===== src/hdl/iss_pkg.sv =====
// Purpose: Shared constants and types for the I2C slave data and clock-stretch block
// Assumes: 8-bit bytes, one acknowledge bit per byte
// Notes: Status travels to software as one packed struct
package iss_pkg;

  // Byte framing, counted in rising SCL edges within one byte
  localparam int unsigned ISS_DATA_W = 8;
  localparam logic [3:0] ISS_ACK_BIT = 4'h8;
  localparam logic [3:0] ISS_NINTH_BIT = 4'h9;
  localparam logic [3:0] ISS_BIT_RST = 4'h0;

  // First byte of a 10-bit address carries this marker in its top five bits
  localparam logic [4:0] ISS_TEN_BIT_MARK = 5'h1e;

  // Receive path buffering
  localparam int unsigned ISS_FIFO_DEPTH = 8;

  // Link clock period seen in the bench, for reference only
  localparam int unsigned ISS_LINK_PERIOD_NS = 400;

  // Reset values
  localparam logic [7:0] ISS_BYTE_RST = 8'h00;
  localparam logic ISS_RELEASE_RST = 1'b1;

  typedef enum logic [2:0] {
    ISS_IDLE,
    ISS_ADDR,
    ISS_ADDR_LOW,
    ISS_RX,
    ISS_TX
  } iss_phase_t;

  typedef struct packed {
    logic directionBit;
    logic addressUpdate;
    logic bufferFull;
    logic receiveOverflow;
    logic serialInterrupt;
    logic clockRelease;
  } iss_status_t;

endpackage


===== src/hdl/iss_sync2.sv =====
// Purpose: Two-stage synchroniser for bus pins
// Assumes: Inputs are asynchronous to core_clk
// Notes: Only the second stage may be read outside this module
`timescale 1ns/100ps
`default_nettype none
module iss_sync2 #(
  parameter int unsigned WIDTH = 2
) (
  // Clock and reset
  input wire logic core_clk,
  input wire logic srst,
  // Pins in, synchronised out
  input wire logic [WIDTH-1:0] asyncIn,
  output logic [WIDTH-1:0] syncOut
);

  logic [WIDTH-1:0] stageOne;

  // Idle bus lines are high, so reset to high
  always_ff @(posedge core_clk) begin
    if (srst) begin
      stageOne <= '1;
      syncOut <= '1;
    end else begin
      stageOne <= asyncIn;
      syncOut <= stageOne;
    end
  end

endmodule // iss_sync2
`default_nettype wire


===== src/hdl/iss_fifo.sv =====
// Purpose: Shift-register FIFO with valid/ready on both sides
// Assumes: Single clock domain
// Notes: Head word and flags come straight from registers
`timescale 1ns/100ps
`default_nettype none
module iss_fifo #(
  parameter int unsigned WIDTH = 8,
  parameter int unsigned DEPTH = 8
) (
  // Clock and reset
  input wire logic core_clk,
  input wire logic srst,
  // Fill side
  input wire logic inValid,
  output logic inReady,
  input wire logic [WIDTH-1:0] inData,
  // Drain side
  output logic outValid,
  input wire logic outReady,
  output logic [WIDTH-1:0] outData
);

  localparam int unsigned CW = $clog2(DEPTH + 1);
  localparam logic [CW-1:0] FULL_CNT = CW'(DEPTH);

  logic [WIDTH-1:0] entry [DEPTH];
  logic [CW-1:0] count;
  logic push;
  logic pop;
  logic [CW-1:0] next_count;

  assign push = inValid && inReady;
  assign pop = outValid && outReady;
  assign outData = entry[0];

  always_comb begin
    next_count = count;
    if (push && !pop) begin
      next_count = count + 1'b1;
    end else if (pop && !push) begin
      next_count = count - 1'b1;
    end
  end

  always_ff @(posedge core_clk) begin
    if (srst) begin
      count <= '0;
      inReady <= 1'b1;
      outValid <= 1'b0;
    end else begin
      count <= next_count;
      inReady <= (next_count != FULL_CNT);
      outValid <= (next_count != '0);
    end
  end

  // Each slot takes its neighbour on a pop, or the new word at the write position
  for (genvar i = 0; i < DEPTH; i++) begin : g_slot
    always_ff @(posedge core_clk) begin
      if (srst) begin
        entry[i] <= '0;
      end else if (push && (CW'(i) == (pop ? count - 1'b1 : count))) begin
        entry[i] <= inData;
      end else if (pop) begin
        entry[i] <= (i + 1 < DEPTH) ? entry[(i + 1) % DEPTH] : '0;
      end
    end
  end

endmodule // iss_fifo
`default_nettype wire


===== src/hdl/iss_data_stretch.sv =====
// Purpose: I2C slave data phase with acknowledge and clock stretching
// Assumes: SCL and SDA are open drain; the master keeps the link's timing
// Notes: Received bytes queue in an 8-word FIFO that stands for the data buffer
`timescale 1ns/100ps
`default_nettype none
module iss_data_stretch (
  // Clock and reset
  input wire logic core_clk,
  input wire logic srst,
  // Bus pins
  input wire logic sclIn,
  input wire logic sdaIn,
  output logic sclOut,
  output logic sclOe,
  output logic sdaOut,
  output logic sdaOe,
  // Configuration
  input wire logic tenBitMode,
  input wire logic receiveStretchEnable,
  input wire logic [7:0] ownAddress,
  input wire logic ownAddressWrite,
  // Software control pulses
  input wire logic setClockRelease,
  input wire logic clearInterrupt,
  input wire logic clearOverflow,
  // Transmit data
  input wire logic [7:0] txData,
  input wire logic txWrite,
  // Receive data stream
  output logic [7:0] rxData,
  output logic rxValid,
  input wire logic rxReady,
  // Status
  output iss_pkg::iss_status_t status
);

  logic sclS;
  logic sdaS;
  logic sclPrev;
  logic sdaPrev;
  logic sclRise;
  logic sclFall;
  logic startSeen;
  logic stopSeen;

  iss_pkg::iss_phase_t phase;
  logic [3:0] bitCnt;
  logic [7:0] shiftIn;
  logic [7:0] txShift;
  logic seenTen;
  logic ackDrive;
  logic irqArm;
  logic byteWasData;
  logic masterNack;
  logic txLoaded;
  logic uaStretch;

  logic directionBit;
  logic addressUpdate;
  logic receiveOverflow;
  logic serialInterrupt;
  logic clockRelease;
  logic bufferFull;

  logic pushValid;
  logic [7:0] pushData;
  logic fifoInReady;

  logic ackFall;
  logic ninthFall;
  logic ninthRise;
  logic addrHit;
  logic lowHit;
  logic overflowCond;
  logic accept;
  logic ackGive;
  logic stretchReq;
  logic rxStretch;
  logic txStretch;

  iss_sync2 #(
    .WIDTH(2)
  ) u_sync (
    .core_clk(core_clk),
    .srst(srst),
    .asyncIn({sclIn, sdaIn}),
    .syncOut({sclS, sdaS})
  );

  // Received bytes and addresses wait here; outside transmit a full queue is the buffer-full state
  iss_fifo #(
    .WIDTH(iss_pkg::ISS_DATA_W),
    .DEPTH(iss_pkg::ISS_FIFO_DEPTH)
  ) u_fifo (
    .core_clk(core_clk),
    .srst(srst),
    .inValid(pushValid),
    .inReady(fifoInReady),
    .inData(pushData),
    .outValid(rxValid),
    .outReady(rxReady),
    .outData(rxData)
  );

  // Edge and condition detection on the synchronised lines
  always_ff @(posedge core_clk) begin
    if (srst) begin
      sclPrev <= 1'b1;
      sdaPrev <= 1'b1;
    end else begin
      sclPrev <= sclS;
      sdaPrev <= sdaS;
    end
  end

  assign sclRise = sclS && !sclPrev;
  assign sclFall = !sclS && sclPrev;
  assign startSeen = sclS && sclPrev && sdaPrev && !sdaS;
  assign stopSeen = sclS && sclPrev && !sdaPrev && sdaS;

  assign ackFall = sclFall && (bitCnt == iss_pkg::ISS_ACK_BIT) && (phase != iss_pkg::ISS_IDLE);
  assign ninthFall = sclFall && (bitCnt == iss_pkg::ISS_NINTH_BIT);
  assign ninthRise = sclRise && (bitCnt == iss_pkg::ISS_ACK_BIT);

  // Upper seven bits against the own address; the same compare serves the 10-bit high byte
  assign addrHit = (shiftIn[7:1] == ownAddress[7:1]);
  assign lowHit = (shiftIn == ownAddress);
  assign overflowCond = !fifoInReady || receiveOverflow;

  always_comb begin
    case (phase)
      iss_pkg::ISS_ADDR: begin
        // A 10-bit read header only counts after the full address was seen
        accept = addrHit && (!tenBitMode || !shiftIn[0] || seenTen)
          && (!tenBitMode || (shiftIn[7:3] == iss_pkg::ISS_TEN_BIT_MARK));
      end
      iss_pkg::ISS_ADDR_LOW: accept = lowHit;
      iss_pkg::ISS_RX: accept = 1'b1;
      default: accept = 1'b0;
    endcase
  end

  assign ackGive = accept && !overflowCond;

  // Byte framing: sample on rise, count bits, restart on START
  always_ff @(posedge core_clk) begin
    if (srst) begin
      bitCnt <= iss_pkg::ISS_BIT_RST;
      shiftIn <= iss_pkg::ISS_BYTE_RST;
    end else if (startSeen || stopSeen || (phase == iss_pkg::ISS_IDLE)) begin
      bitCnt <= iss_pkg::ISS_BIT_RST;
    end else if (ninthFall) begin
      bitCnt <= iss_pkg::ISS_BIT_RST;
    end else if (sclRise && (bitCnt < iss_pkg::ISS_NINTH_BIT)) begin
      bitCnt <= bitCnt + 4'h1;
      if (bitCnt < iss_pkg::ISS_ACK_BIT) begin
        shiftIn <= {shiftIn[6:0], sdaS};
      end
    end
  end

  // Transfer phase
  always_ff @(posedge core_clk) begin
    if (srst) begin
      phase <= iss_pkg::ISS_IDLE;
      seenTen <= 1'b0;
    end else if (stopSeen) begin
      phase <= iss_pkg::ISS_IDLE;
      seenTen <= 1'b0;
    end else if (startSeen) begin
      // A repeated START keeps the 10-bit match for the read header
      phase <= iss_pkg::ISS_ADDR;
    end else if (ackFall) begin
      case (phase)
        iss_pkg::ISS_ADDR: begin
          if (!ackGive) begin
            phase <= iss_pkg::ISS_IDLE;
          end else if (shiftIn[0]) begin
            phase <= iss_pkg::ISS_TX;
          end else if (tenBitMode) begin
            phase <= iss_pkg::ISS_ADDR_LOW;
            seenTen <= 1'b0;
          end else begin
            phase <= iss_pkg::ISS_RX;
          end
        end
        iss_pkg::ISS_ADDR_LOW: begin
          phase <= ackGive ? iss_pkg::ISS_RX : iss_pkg::ISS_IDLE;
          seenTen <= ackGive;
        end
        default: phase <= phase;
      endcase
    end else if (ninthFall && masterNack) begin
      phase <= iss_pkg::ISS_IDLE;
    end
  end

  // Acknowledge drive, interrupt arming and byte bookkeeping
  always_ff @(posedge core_clk) begin
    if (srst) begin
      ackDrive <= 1'b0;
      irqArm <= 1'b0;
      byteWasData <= 1'b0;
      masterNack <= 1'b0;
    end else if (startSeen || stopSeen) begin
      ackDrive <= 1'b0;
      irqArm <= 1'b0;
      byteWasData <= 1'b0;
      masterNack <= 1'b0;
    end else if (ackFall) begin
      ackDrive <= ackGive;
      irqArm <= accept || (phase == iss_pkg::ISS_TX);
      byteWasData <= (phase == iss_pkg::ISS_RX) || (phase == iss_pkg::ISS_TX);
    end else if (ninthRise && (phase == iss_pkg::ISS_TX) && byteWasData) begin
      masterNack <= sdaS;
    end else if (ninthFall) begin
      ackDrive <= 1'b0;
      irqArm <= 1'b0;
      masterNack <= 1'b0;
    end
  end

  // Queue the accepted byte, address bytes included
  always_ff @(posedge core_clk) begin
    if (srst) begin
      pushValid <= 1'b0;
      pushData <= iss_pkg::ISS_BYTE_RST;
    end else begin
      pushValid <= ackFall && ackGive;
      pushData <= shiftIn;
    end
  end

  // Direction status
  always_ff @(posedge core_clk) begin
    if (srst) begin
      directionBit <= 1'b0;
    end else if (ninthRise && (phase == iss_pkg::ISS_TX) && byteWasData && sdaS) begin
      directionBit <= 1'b0;
    end else if (ackFall && ackGive && (phase == iss_pkg::ISS_ADDR)) begin
      directionBit <= shiftIn[0];
    end
  end

  // Transmit byte: a write loads the shift register, bits move on falling SCL
  always_ff @(posedge core_clk) begin
    if (srst) begin
      txShift <= iss_pkg::ISS_BYTE_RST;
      txLoaded <= 1'b0;
    end else if (txWrite) begin
      txShift <= txData;
      txLoaded <= 1'b1;
    end else begin
      if (ninthRise && (phase == iss_pkg::ISS_TX) && byteWasData && sdaS) begin
        txLoaded <= 1'b0;
      end else if (ackFall && (phase == iss_pkg::ISS_TX)) begin
        txLoaded <= 1'b0;
      end
      if (sclFall && (phase == iss_pkg::ISS_TX) && (bitCnt != iss_pkg::ISS_BIT_RST)
          && (bitCnt < iss_pkg::ISS_ACK_BIT)) begin
        txShift <= {txShift[6:0], 1'b0};
      end
    end
  end

  // Address-update flag; a new event beats a same-cycle address write
  always_ff @(posedge core_clk) begin
    if (srst) begin
      addressUpdate <= 1'b0;
    end else if (ackFall && ackGive && tenBitMode
        && (((phase == iss_pkg::ISS_ADDR) && !shiftIn[0]) || (phase == iss_pkg::ISS_ADDR_LOW))) begin
      addressUpdate <= 1'b1;
    end else if (ownAddressWrite || stopSeen) begin
      addressUpdate <= 1'b0;
    end else if (ninthRise && (phase == iss_pkg::ISS_TX) && byteWasData && sdaS) begin
      addressUpdate <= 1'b0;
    end
  end

  // Address stretch that leaves the release bit alone
  always_ff @(posedge core_clk) begin
    if (srst) begin
      uaStretch <= 1'b0;
    end else if (ownAddressWrite || stopSeen) begin
      uaStretch <= 1'b0;
    end else if (ninthFall && addressUpdate) begin
      uaStretch <= 1'b1;
    end
  end

  // Stretch decisions at the ninth falling edge on buffer state; receive only after data bytes, transmit after the read address too
  assign rxStretch = byteWasData && (phase == iss_pkg::ISS_RX) && receiveStretchEnable
    && !fifoInReady;
  assign txStretch = (phase == iss_pkg::ISS_TX) && !masterNack && !txLoaded;

  // Release bit: a software set wins over the automatic clear
  always_ff @(posedge core_clk) begin
    if (srst) begin
      clockRelease <= iss_pkg::ISS_RELEASE_RST;
    end else if (setClockRelease) begin
      clockRelease <= 1'b1;
    end else if (ninthFall && (rxStretch || txStretch)) begin
      clockRelease <= 1'b0;
    end
  end

  // Interrupt flag: hardware set wins over software clear
  always_ff @(posedge core_clk) begin
    if (srst) begin
      serialInterrupt <= 1'b0;
    end else if (ninthFall && irqArm) begin
      serialInterrupt <= 1'b1;
    end else if (clearInterrupt) begin
      serialInterrupt <= 1'b0;
    end
  end

  // Overflow flag: a data byte arriving with the buffer full is lost and flagged
  always_ff @(posedge core_clk) begin
    if (srst) begin
      receiveOverflow <= 1'b0;
    end else if (ackFall && (phase == iss_pkg::ISS_RX) && !fifoInReady) begin
      receiveOverflow <= 1'b1;
    end else if (clearOverflow) begin
      receiveOverflow <= 1'b0;
    end
  end

  // Buffer-full shows the transmit load while sending, the full queue otherwise
  always_ff @(posedge core_clk) begin
    if (srst) begin
      bufferFull <= 1'b0;
    end else begin
      bufferFull <= (phase == iss_pkg::ISS_TX) ? txLoaded : !fifoInReady;
    end
  end

  assign stretchReq = !clockRelease || uaStretch;

  // SCL drive: start pulling only once the line is seen low, so the master always
  // leads the low phase; dropping the drive lets the line rise only when all let go
  always_ff @(posedge core_clk) begin
    if (srst) begin
      sclOe <= 1'b0;
    end else begin
      sclOe <= stretchReq && (sclOe || !sclS);
    end
  end

  // SDA drive: acknowledge slot or a zero data bit while sending
  always_ff @(posedge core_clk) begin
    if (srst) begin
      sdaOe <= 1'b0;
    end else begin
      sdaOe <= ackDrive || ((phase == iss_pkg::ISS_TX) && (bitCnt < iss_pkg::ISS_ACK_BIT)
        && !masterNack && !txShift[7]);
    end
  end

  // Open-drain outputs only ever pull low
  always_ff @(posedge core_clk) begin
    if (srst) begin
      sclOut <= 1'b0;
      sdaOut <= 1'b0;
    end else begin
      sclOut <= 1'b0;
      sdaOut <= 1'b0;
    end
  end

  always_ff @(posedge core_clk) begin
    if (srst) begin
      status <= '0;
      status.clockRelease <= iss_pkg::ISS_RELEASE_RST;
    end else begin
      status.directionBit <= directionBit;
      status.addressUpdate <= addressUpdate;
      status.bufferFull <= bufferFull;
      status.receiveOverflow <= receiveOverflow;
      status.serialInterrupt <= serialInterrupt;
      status.clockRelease <= clockRelease;
    end
  end

endmodule // iss_data_stretch
`default_nettype wire


===== config.mk =====
export PLATFORM = sky130hd
export DESIGN_NAME = iss_data_stretch
export DESIGN_NICKNAME = d
export VERILOG_FILES = /design/src/hdl/iss_pkg.sv /design/src/hdl/iss_sync2.sv /design/src/hdl/iss_fifo.sv /design/src/hdl/iss_data_stretch.sv
export SDC_FILE = /design/constraint.sdc
export NUM_CORES = 1
export LEC_CHECK = 0
export BUFFER_PORTS_ARGS = -buffer_cell sky130_fd_sc_hd__clkbuf_2
export CORE_MARGIN = 5
export CORE_UTILIZATION = 40
export CTS_BUF_LIST = sky130_fd_sc_hd__clkbuf_16
export DETAILED_ROUTE_END_ITERATION = 6
export PLACE_DENSITY = 0.56
export SETUP_SLACK_MARGIN = 0.4
export SLEW_MARGIN = 20
export SYNTH_ARGS = -nofsm -noshare
export SYNTH_HDL_FRONTEND = slang
export SYNTH_SLANG_ARGS = --single-unit

===== constraint.sdc =====
create_clock -name core_clk -period 5.2 [get_ports core_clk]
set_clock_uncertainty 0.1 [all_clocks]
set_input_delay 0.78 -clock core_clk [delete_from_list [all_inputs] [get_ports core_clk]]
set_output_delay 0.78 -clock core_clk [all_outputs]
set_load 0.05 [all_outputs]

# ---- After elaboration in Yosys (flattened, before gate mapping)
# Memory sizes are Yosys's and may differ from the RTL's.
# Index checks and enable logic that the tools add are counted.
dict set report totals {
  reg_bits 65
  ram_bits 64
  n_memories 1
}
dict set report op_classes {
  n_mux 101
  reduce_logical 110
  n_lt_le_gt_ge 2
  addsub 3
  eq_ne 23
  bitwise_logic 20
}
# name words width read_ports rd_clocked_by_memory_dff wr line_no
set mem_list {}
lappend mem_list {u_fifo.entry 8 8 8 0 8 iss_fifo.sv:26} ;# logic [WIDTH-1:0] entry [DEPTH];
# cell count
set ops {}
lappend ops {{$mux 8} 18}
lappend ops {{$mux 1} 72}
lappend ops {{$logic_and 1x1->1} 54}
lappend ops {{$eq 3x4->1 const A} 4}
lappend ops {{$or 1x1->1} 16}
lappend ops {{$logic_not 1->1} 14}
lappend ops {{$logic_or 1x1->1} 14}
lappend ops {{$reduce_bool 2->1} 7}
lappend ops {{$mux 3} 4}
lappend ops {{$mux 4} 3}
lappend ops {{$reduce_bool 3->1} 4}
lappend ops {{$reduce_or 2->1} 5}
lappend ops {{$add 4x1->4 const B} 2}
lappend ops {{$eq 2x4->1 const A} 2}
lappend ops {{$eq 4x4->1 const B} 2}
lappend ops {{$eq 8x8->1} 1}
lappend ops {{$lt 4x4->1 const B} 2}
lappend ops {{$ne 2x2->1 const B} 4}
lappend ops {{$reduce_and 2->1} 4}
lappend ops {{$reduce_bool 4->1} 2}
lappend ops {{$eq 7x7->1} 1}
lappend ops {{$eq 3x2->1 const B} 2}
lappend ops {{$pmux 3 s2} 1}
lappend ops {{$reduce_and 6->1} 1}
lappend ops {{other kinds (16)} 20}

# ---- Logic depth before layout (Yosys ltp)
# Gate-level depths: netlist (run 1).
dict set report depth {
  word_depth 11
  depth_mapped 8
  mapped_depth_nobuf 7
}

# ---- Hierarchy
# A second synthesis (run 1) with hierarchy kept.
dict set report hier_totals {
  cells_unflattened 536
  hier_area_um2 5977.0
}
# mod instances area_per_inst_um2 cells_per_inst seq_area_each_um2
set by_module_without_submodules {}
lappend by_module_without_submodules {iss_fifo 1 3474.6 265 2042.0}
lappend by_module_without_submodules {iss_data_stretch 1 2397.3 263 1101.1}
lappend by_module_without_submodules {iss_sync2 1 105.1 8 80.1}

# ---- Least setup slack after synthesis (run 1)
# Ideal clock, no wire load.
dict set report synth_path {
  path_kind {register -> register}
  from {register u_fifo.count[1]}
  to {memory u_fifo.entry[0][0] (enable)}
  setup_slack_ns 2.550
  arrival_time_ns 2.221
  required_time_ns 4.771
  n_path_buf 1
  path_stages_with_launch 8
  path_cell_list {dfxtp_1 inv_1 ha_1 nand3_1 o32a_4 or4_1 buf_2 nand2_1}
}
# item line_no
set synth_lines {}
lappend synth_lines {{from (decl)} iss_fifo.sv:27} ;# logic [CW-1:0] count;
lappend synth_lines {{from (signal assigned)} iss_fifo.sv:51} ;# count <= next_count;
lappend synth_lines {{to (decl)} iss_fifo.sv:26}

==> summary.md, run 1 <==
| Metric | Value |
|---|---|
| Max Fanout on Critical Path | `9` |
| Number of buffers added to fix hold violations after cts | `0` |
| Number of rows in the core area | `44` |
| Count of port buffers added during placement | `44` |
| Max_slew headroom | `0.295` |
| Top flip-flop cell by instance count after synthesis | `sky130_fd_sc_hd__dfxtp_1` |
| Final TNS setup | `0 ns` |
| Actual slew at the worst max-slew pin | `1.05 ns` |
| Leading cell types in the layout, fill and taps excluded | `65 x sky130_fd_sc_hd__dfxtp_1, 64 x sky130_fd_sc_hd__edfxtp_1, 57 x sky130_fd_sc_hd__nand2_1` |
| Number of sinks handled by clock tree synthesis | `129` |
| Weighted congestion at the end of routability-driven global placement | `around 0.8` |
| Initial Util | `0.412` |
| Post-synthesis sequential area ratio | `0.534` |
| Number of ports placed on the die boundary | `47` |
| P&R area growth vs syn | `13.9%` |
| Pins Over Slew Limit | `0` |
| Number of global-route vias before repair | `about 4300` |
| Count of antenna diodes in the layout | `0` |
| Core area | `between 0.01 and 0.015 mm2` |
| Area of placed instances | `between 0.006 and 0.007 mm2` |
| Switching Share | `0.276` |
| Worst Hold Class | `flip-flop to flip-flop` |
| Distinct cells, synth | `63` |
| GR Util All Layers | `0.161` |
| Total Power | `between 2 and 3 mW` |
| Depth of the CTS H-tree | `4` |
| Number of enable flip-flop cells after synthesis | `64` |
| HPWL after detailed placement | `a little under 10000 um` |
| Post-CTS setup buffer count | `0` |
| Net switching power figure | `between 0.8 and 0.9 mW` |
| Outcome | `finished, final reports clean` |
| RSZ-0062 raised after global routing | `no` |
| Sequential share of power | `0.426` |
| Average cell area after synthesis | `10.3 um2` |
| Type of element capturing the critical path | `flip-flop` |
| Ys Warns | `0` |
| CTS tree | `built` |
| Final WL | `around 14000 um` |
| Cells after Synth | `583` |
| Leading cell type in the layout, fill and taps excluded | `sky130_fd_sc_hd__dfxtp_1` |
| Post-CTS Resized | `0` |
| Sort of element at the start of the critical path | `flip-flop` |
| Total global routing overflow | `0` |
| Non-filler instance count after layout | `approximately 800` |
| Instance count after placement with tap cells included | `approximately 770` |
| Pwr Density | `428 mW/mm2` |
| DIE WIDTH | `133 um` |
| Largest vdd supply drop | `approximately 0.28 mV` |
| Clock tree root driver cell | `sky130_fd_sc_hd__clkbuf_16` |
| Number of design rule violations left after detail routing | `0` |
| DRT antenna net count | `0` |
| Count of TritonRoute iterations in the first routing pass | `4` |
| Category of the critical setup timing path | `flip-flop to flip-flop` |
| Latest clock arrival within the worst-skew pair | `roughly 0.42 ns` |
| Net total in the final layout | `633` |
| Detail-routed net length per standard cell | `approximately 17 um` |
| Clock Pin Slew Worst Setup and Hold Paths | `~0.060 ns` |
| Fin crit share | `0.587` |
| Wire length of the first global-routing pass | `22200 um` |
| Number of violations of the max-capacitance limit | `0` |
| Largest net degree at the start of global routing | `50` |
| Total internal power | `about 2.1 mW` |
| Number of antenna violations at the first check in global routing | `0` |
| Count of endpoints failing hold in the final timing report | `0` |
| Fin util | `0.469` |
| Flip-flop and latch count after synthesis | `129` |
| Die area | `roughly 0.018 mm2` |
| Req. time, crit path | `a little over 5 ns` |
| Max Fclk | `roughly 330 MHz` |
| Num CTS Buffers | `17` |
| Number of setup violations in the final report | `0` |
| Detail-routed via count per cell | `about 5.5` |
| Die outline height | `~130 um` |
| Portion of total power attributed to the clock network | `0.418` |
| Leakage dissipation | `2.57 nW` |
| Data arrival time of the critical path | `3.03 ns` |
| Fraction of final layout cells with drive strength greater than 1 | `0.168` |
| Max clock buf depth | `2` |
| Final Critical Period | `3.05 ns` |
| Asr flop ratio synth | `0` |
| Comb pwr share | `0.156` |
| Cell area after synthesis | `between 0.006 and 0.007 mm2` |
| Via Count | `roughly 4400` |
| Final design area excluding fillers | `slightly below 0.007 mm2` |
| Starting DRC count in detailed routing | `260` |
[cell usage after synthesis (all sizes together), types with 3 or more instances]
cell type  count  area, um2
a211oi         8       60.1
a21boi         3       22.5
a21oi         43        215
a22o          24        210
a31oi          5       31.3
and2          12       80.1
buf           37        204
clkbuf        12       45.0
dfxtp         65       1300
edfxtp        64       1920
ha             5       62.6
inv           11       41.3
mux2i         17        170
nand2         57        214
nand2b         4       25.0
nand3         43        215
nand3b         5       37.5
nor2          39        146
nor2b         18        113
nor3          17        105
nor4           7       86.3
o21ai         17       85.1
o32a           3       42.5
or2            8       50.1
or3            5       31.3
or3b           4       35.0
or4            4       30.0
xnor2          5       62.6
xor2          12        105
[metal layers]
layer,track usage,vias up,share of wire
met5,0,-,0
met4,0.0687,0,0.016
met3,0.0463,17,0.049
met2,0.263,107,0.49
met1,0.199,2092,0.44
li1,-,2141,-
[cell type report]
| type | instances | area, um2 |
|---|---|---|
| fill | 1366 | 7770 |
| sequential | 129 | 3220 |
| multi-input combinational | 395 | 2520 |
| clock buffer | 17 | 425 |
| timing repair buffer | 46 | 235 |
| tap | 184 | 230 |
| clock inverter | 15 | 193 |
| inverter | 11 | 41.3 |
[path summary, 6_finish.rpt]
check / end / slack [ns] / cells past startpoint / startpoint
min reg2reg: u_sync.syncOut[1] / 0.31 / 1 / u_sync.stageOne[1]
min: u_sync.syncOut[1] / 0.31 / 1 / u_sync.stageOne[1]
max reg2reg: u_fifo.entry[0][4] / 2.15 / 6 / u_fifo.count[1]
max: u_fifo.entry[0][4] / 2.15 / 6 / u_fifo.count[1]
[flip-flops by register name, summed over array words and instances (netlist names), 2 cells and up]
signal	count
bitCnt	4
u_fifo.entry	64
pushData	8
u_sync.syncOut	2
status	6
phase	3
txShift	8
u_fifo.count	4
u_sync.stageOne	2
shiftIn	8
[worst max-delay path, cell delays in order (launching register included)]
cell and delay [ns]:
sky130_fd_sc_hd__dfxtp_1 0.50, sky130_fd_sc_hd__inv_1 0.15, sky130_fd_sc_hd__ha_1 0.50, sky130_fd_sc_hd__nand3_1 0.18, sky130_fd_sc_hd__o32a_4 0.26, sky130_fd_sc_hd__or4_1 0.68
sky130_fd_sc_hd__nand2_1 0.34
[power by group through the flow]
| stage | registers, mW | clock network [mW] | logic (mW) |
|---|---|---|---|
| 6_report | 1.25 | 1.23 | 0.458 |
| 2_1_floorplan | 1.25 | 0 | 0.383 |
| 5_1_grt | 1.27 | 1.30 | 0.500 |
| 4_1_cts | 1.25 | 1.25 | 0.460 |
| 3_3_place_gp | 1.27 | 0 | 0.450 |
| 3_5_place_dp | 1.27 | 0 | 0.457 |
[kinds of logic after synthesis]
| family | Yosys count | share of synthesized area |
|---|---|---|
| and+or+nand+nor | 234 | 0.209 |
| DFF | 129 | 0.534 |
| AOI/OAI and AO/OA | 120 | 0.141 |
| buffers and inverters | 60 | 0.0481 |
| xor gates and xnor gates | 17 | 0.0278 |
| muxes | 17 | 0.0282 |
| adders and majority gates | 5 | 0.0104 |
| other | 1 | 0.000622 |
[through the flow]
step	hold slack (ns)	setup slack (ns)
finish	0.309	2.15
global placement	0.293	2.18
CTS	0.310	2.17
detailed placement	0.296	2.11
floorplan	0.289	2.55
global route	0.319	1.98
No activity file was read; power rests on OpenSTA's default activity.
==> inputs of run 2 (changes only) <==
- ABC_AREA: unset -> 1
- PLACE_DENSITY: 0.56 -> 0.58
- clock period: 5.2 -> 2.76 ns (I/O delays scaled with it)
==> run 2 against run 1 <==
  * Clock power increased by 65%
  * Power increased by 73%
  * Critical path type unchanged
  * Utilization increased by 0.65 points
  * Largest power group unchanged
  * Worst setup slack got worse by 1.6 ns
  * Synthesized cell count increased by 14%
  * Cell count increased by 13%
  * Design area decreased by 3.2%
  * Area after synthesis decreased by 5.0%
  * Register-to-register slack got worse by 1.6 ns
==> summary.md, run 2 <==
| Metric | Value |
|---|---|
| Num CTS Buffers | `17 (unchanged)` |
| Detail-routed via count per cell | `5.11 (-6.5%)` |
| Count of TritonRoute iterations in the first routing pass | `5 (+1)` |
| Critical path, cell by cell | `inv_2 > ha_1 > nor2_1 > nor2_2 > inv_2 > nor2_4 > nand2_2 > nand2_4 > nand2_2 > nand2_1 > nor2_1` |
| Flip-flop and latch count after synthesis | `129 (unchanged)` |
| Number of antenna violations at the first check in global routing | `0 (unchanged)` |
| GR Util All Layers | `0.168 (+0.00691)` |
| Max Fanout on Critical Path | `14 (+5)` |
| Latest clock arrival within the worst-skew pair | `0.43 ns (about the same)` |
| Net switching power figure | `1.41 mW (+74%)` |
| Weighted congestion at the end of routability-driven global placement | `0.900 (+10%)` |
| Sequential share of power | `0.456 (+0.030)` |
| Flip-flop count of the largest register after layout | `64 (unchanged)` |
| Net total in the final layout | `743 (+17%)` |
| Depth of the CTS H-tree | `4 (unchanged)` |
| Area share of the largest cell type after synthesis | `0.335 (+0.0166)` |
| Number of design rule violations left after detail routing | `0 (unchanged)` |
| Fraction of final layout cells with drive strength greater than 1 | `0.159 (-0.00897)` |
| Pins Over Slew Limit | `0 (unchanged)` |
| Die area | `0.0168 mm2 (-4.6%)` |
| Fin crit share | `0.795 (+0.208)` |
| Total Power | `5.08 mW (+73%)` |
| Max clock buf depth | `2 (unchanged)` |
| Distinct cells, synth | `39 (-38%)` |
| Clock Pin Slew Worst Setup and Hold Paths | `0.06 ns (about the same)` |
| Number of inserted filler cells in the final layout | `1346 (-1.5%)` |
| Leading cell type by number of instances after synthesis | `sky130_fd_sc_hd__nand2_1` |
| Largest vdd supply drop | `0.451 mV (+58%)` |
| Req. time, crit path | `2.83 ns (-2.35 ns)` |
| Number of global-route vias before repair | `4412 (+2.6%)` |
| Post-synthesis sequential area ratio | `0.562 (+0.0279)` |
| Average cell area after synthesis | `8.62 um2 (-17%)` |
| Final Worst Setup Slack | `0.566 ns (-1.58 ns)` |
| Portion of total power attributed to the clock network | `0.399 (-0.019)` |
| Comb pwr share | `0.145 (-0.011)` |
| Data arrival time of the critical path | `2.26 ns (-0.77 ns)` |
| Switching Share | `0.278 (+0.00163)` |
| Category of the critical setup timing path | `flip-flop to flip-flop` |
| Final Critical Period | `2.19 ns (-0.856 ns)` |
| Final TNS setup | `0 ns (unchanged)` |
| Asr flop ratio synth | `0 (unchanged)` |
| Post-CTS setup buffer count | `0 (unchanged)` |
| Outcome | `finished, final reports clean` |
| Type of element capturing the critical path | `flip-flop` |
| Wire length of the first global-routing pass | `21900 um (-1.6%)` |
| Number of buffers added to fix hold violations after cts | `0 (unchanged)` |
| Core area | `0.0140 mm2 (-4.5%)` |
| Fin Hold WS | `0.0592 ns (-0.250 ns)` |
| DRT antenna net count | `0 (unchanged)` |
| Number of violations of the max-capacitance limit | `0 (unchanged)` |
| Delay contributed by the slowest stage of the critical path | `0.37 ns (-0.31 ns)` |
| Count of antenna diodes in the layout | `0 (unchanged)` |
| Count of endpoints failing hold in the final timing report | `0 (unchanged)` |
| Number of setup violations in the final report | `0 (unchanged)` |
| Number of sinks handled by clock tree synthesis | `129 (unchanged)` |
| Cells after Synth | `665 (+14%)` |
| Starting DRC count in detailed routing | `353 (+36%)` |
| Number of enable flip-flop cells after synthesis | `64 (unchanged)` |
| Worst Hold Class | `input pin to flip-flop` |
| Leakage dissipation | `2.82 nW (+10%)` |
| Sort of element at the start of the critical path | `flip-flop` |
| Leading cell type in the layout, fill and taps excluded | `sky130_fd_sc_hd__nand2_1` |
| HPWL after detailed placement | `9720 um (+0.32%)` |
| Max Fclk | `456 MHz (+39%)` |
| Number of buffers and inverters on the critical path | `2 (+1)` |
| Initial Util | `0.410 (-0.00207)` |
| Ys Warns | `0 (unchanged)` |
| Via Count | `4614 (+5.9%)` |
| P&R area growth vs syn | `16.1%` |
| CTS tree | `built` |
| Largest area contributor in the synthesized netlist | `sky130_fd_sc_hd__edfxtp_1` |
| Biggest area contributors in the synthesized netlist | `sky130_fd_sc_hd__edfxtp_1 34%, sky130_fd_sc_hd__dfxtp_1 23%, sky130_fd_sc_hd__nand2_1 8.2%, sky130_fd_sc_hd__nand3_1 7.3%, sky130_fd_sc_hd__o21ai_0 5.5%` |
| Leading post-synthesis cells by instance count | `125 x sky130_fd_sc_hd__nand2_1, 84 x sky130_fd_sc_hd__nand3_1, 79 x sky130_fd_sc_hd__nor2_1` |
| Largest delay share family, worst path | `simple AND/OR/NAND/NOR gates` |
| Fin util | `0.476 (+0.00652)` |
| Number of rows in the core area | `43 (-2.3%)` |
| Die outline height | `130 um (-2.3%)` |
| Post-CTS Resized | `0 (unchanged)` |
| Cell type of the slowest stage on the worst timing path | `sky130_fd_sc_hd__dfxtp_1` |
| Number of ports placed on the die boundary | `47 (unchanged)` |
| Detail-routed net length per standard cell | `14.8 um (-15%)` |
| DIE WIDTH | `130 um (-2.3%)` |
| Count of port buffers added during placement | `44 (unchanged)` |
| Largest net degree at the start of global routing | `25 (-50%)` |
| Clock tree root driver cell | `sky130_fd_sc_hd__clkbuf_16` |
| Cell area after synthesis | `0.00573 mm2 (-5.0%)` |
| RSZ-0062 raised after global routing | `no` |
| Leading cell types in the layout, fill and taps excluded | `119 x sky130_fd_sc_hd__nand2_1, 84 x sky130_fd_sc_hd__nand3_1, 78 x sky130_fd_sc_hd__nor2_1` |
| Final WL | `13300 um (-3.9%)` |
| Top register by number of flip-flops | `u_fifo.entry` |
| Pwr Density | `763 mW/mm2 (+78%)` |
| Total internal power | `3.67 mW (+72%)` |
| Total global routing overflow | `0 (unchanged)` |
| Top flip-flop cell by instance count after synthesis | `sky130_fd_sc_hd__dfxtp_1` |
| Setup slack after placement | `0.456 ns (-1.66 ns)` |
[run 2: changes by cell type in the layout (fill, tap and decap cells not counted), moves of 12 or more]
cell / change
sky130_fd_sc_hd__nand2_2: +12
sky130_fd_sc_hd__nand3_1: +41
sky130_fd_sc_hd__nand2_1: +62
sky130_fd_sc_hd__a22o_1: -24
sky130_fd_sc_hd__inv_1: +61
sky130_fd_sc_hd__o21ai_0: +49
sky130_fd_sc_hd__nor2b_1: -18
sky130_fd_sc_hd__nor2_1: +39
sky130_fd_sc_hd__mux2i_1: -17
sky130_fd_sc_hd__a21oi_1: -16
[run 2: per-stage QoR]
stage	instances	cell area, um2
after detailed placement	871	6080
after CTS	903	6630
after global placement	871	6080
after floorplan	666	5740
final	903	6660
after global routing	903	6660
[run 2: cell type report]
cell class / instances / area [um2] / share of cell area
flip-flops and latches: 129 / 3220 / 0.484
repair buffers: 50 / 265 / 0.0399
multi-input cells: 436 / 2110 / 0.317
clock buffers: 19 / 475 / 0.0714
well taps: 180 / 225 / 0.0338
inverters: 76 / 288 / 0.0432
clock inverters: 13 / 67.6 / 0.0102
[run 2: cells by family (layout without fill, tap and decap cells)]
family | Yosys count | after routing | share of synthesized area
buffers and inverters | 101 | 158 | 0.0755
AOI/OAI and AO/OA | 107 | 107 | 0.0995
DFF | 129 | 129 | 0.562
adders and majority gates | 5 | 5 | 0.0109
other | 1 | 2 | 0.000654
xor gates and xnor gates | 4 | 4 | 0.00742
and+or+nand+nor | 318 | 318 | 0.244
[run 2: power by group through the flow]
stage / Clock, mW / Sequential (mW) / Combinational [mW]
after floorplan: 0 / 2.35 / 0.571
after global placement: 0 / 2.35 / 0.702
after detailed placement: 0 / 2.35 / 0.718
after CTS: 2.06 / 2.32 / 0.722
after global routing: 2.15 / 2.34 / 0.828
final: 2.03 / 2.32 / 0.736
[run 2: final timing paths]
check / depth (start not counted) / from / slack, ns / endpoint
setup reg to reg: 11 / u_fifo.count[1] / 0.57 / u_fifo.entry[1][6]
hold / removal: 2 / clearOverflow / 0.06 / receiveOverflow
setup / recovery: 11 / u_fifo.count[1] / 0.57 / u_fifo.entry[1][6]
hold reg to reg: 2 / bufferFull / 0.30 / status[3]
[run 2: layer usage]
layer,up-vias,track usage,wire (um)
met2,131,0.254,6060
li1,2294,-,-
met5,-,0,0
met4,0,0.0727,238
met1,2170,0.227,6270
met3,19,0.0450,759
[run 2: worst reg2reg max path: stages, from the launching register on]
cell and delay [ns]:
sky130_fd_sc_hd__dfxtp_1 0.37, sky130_fd_sc_hd__inv_2 0.07, sky130_fd_sc_hd__ha_1 0.30, sky130_fd_sc_hd__nor2_1 0.07
sky130_fd_sc_hd__nor2_2 0.22, sky130_fd_sc_hd__inv_2 0.08, sky130_fd_sc_hd__nor2_4 0.21, sky130_fd_sc_hd__nand2_2 0.11
sky130_fd_sc_hd__nand2_4 0.14, sky130_fd_sc_hd__nand2_2 0.13, sky130_fd_sc_hd__nand2_1 0.10, sky130_fd_sc_hd__nor2_1 0.05
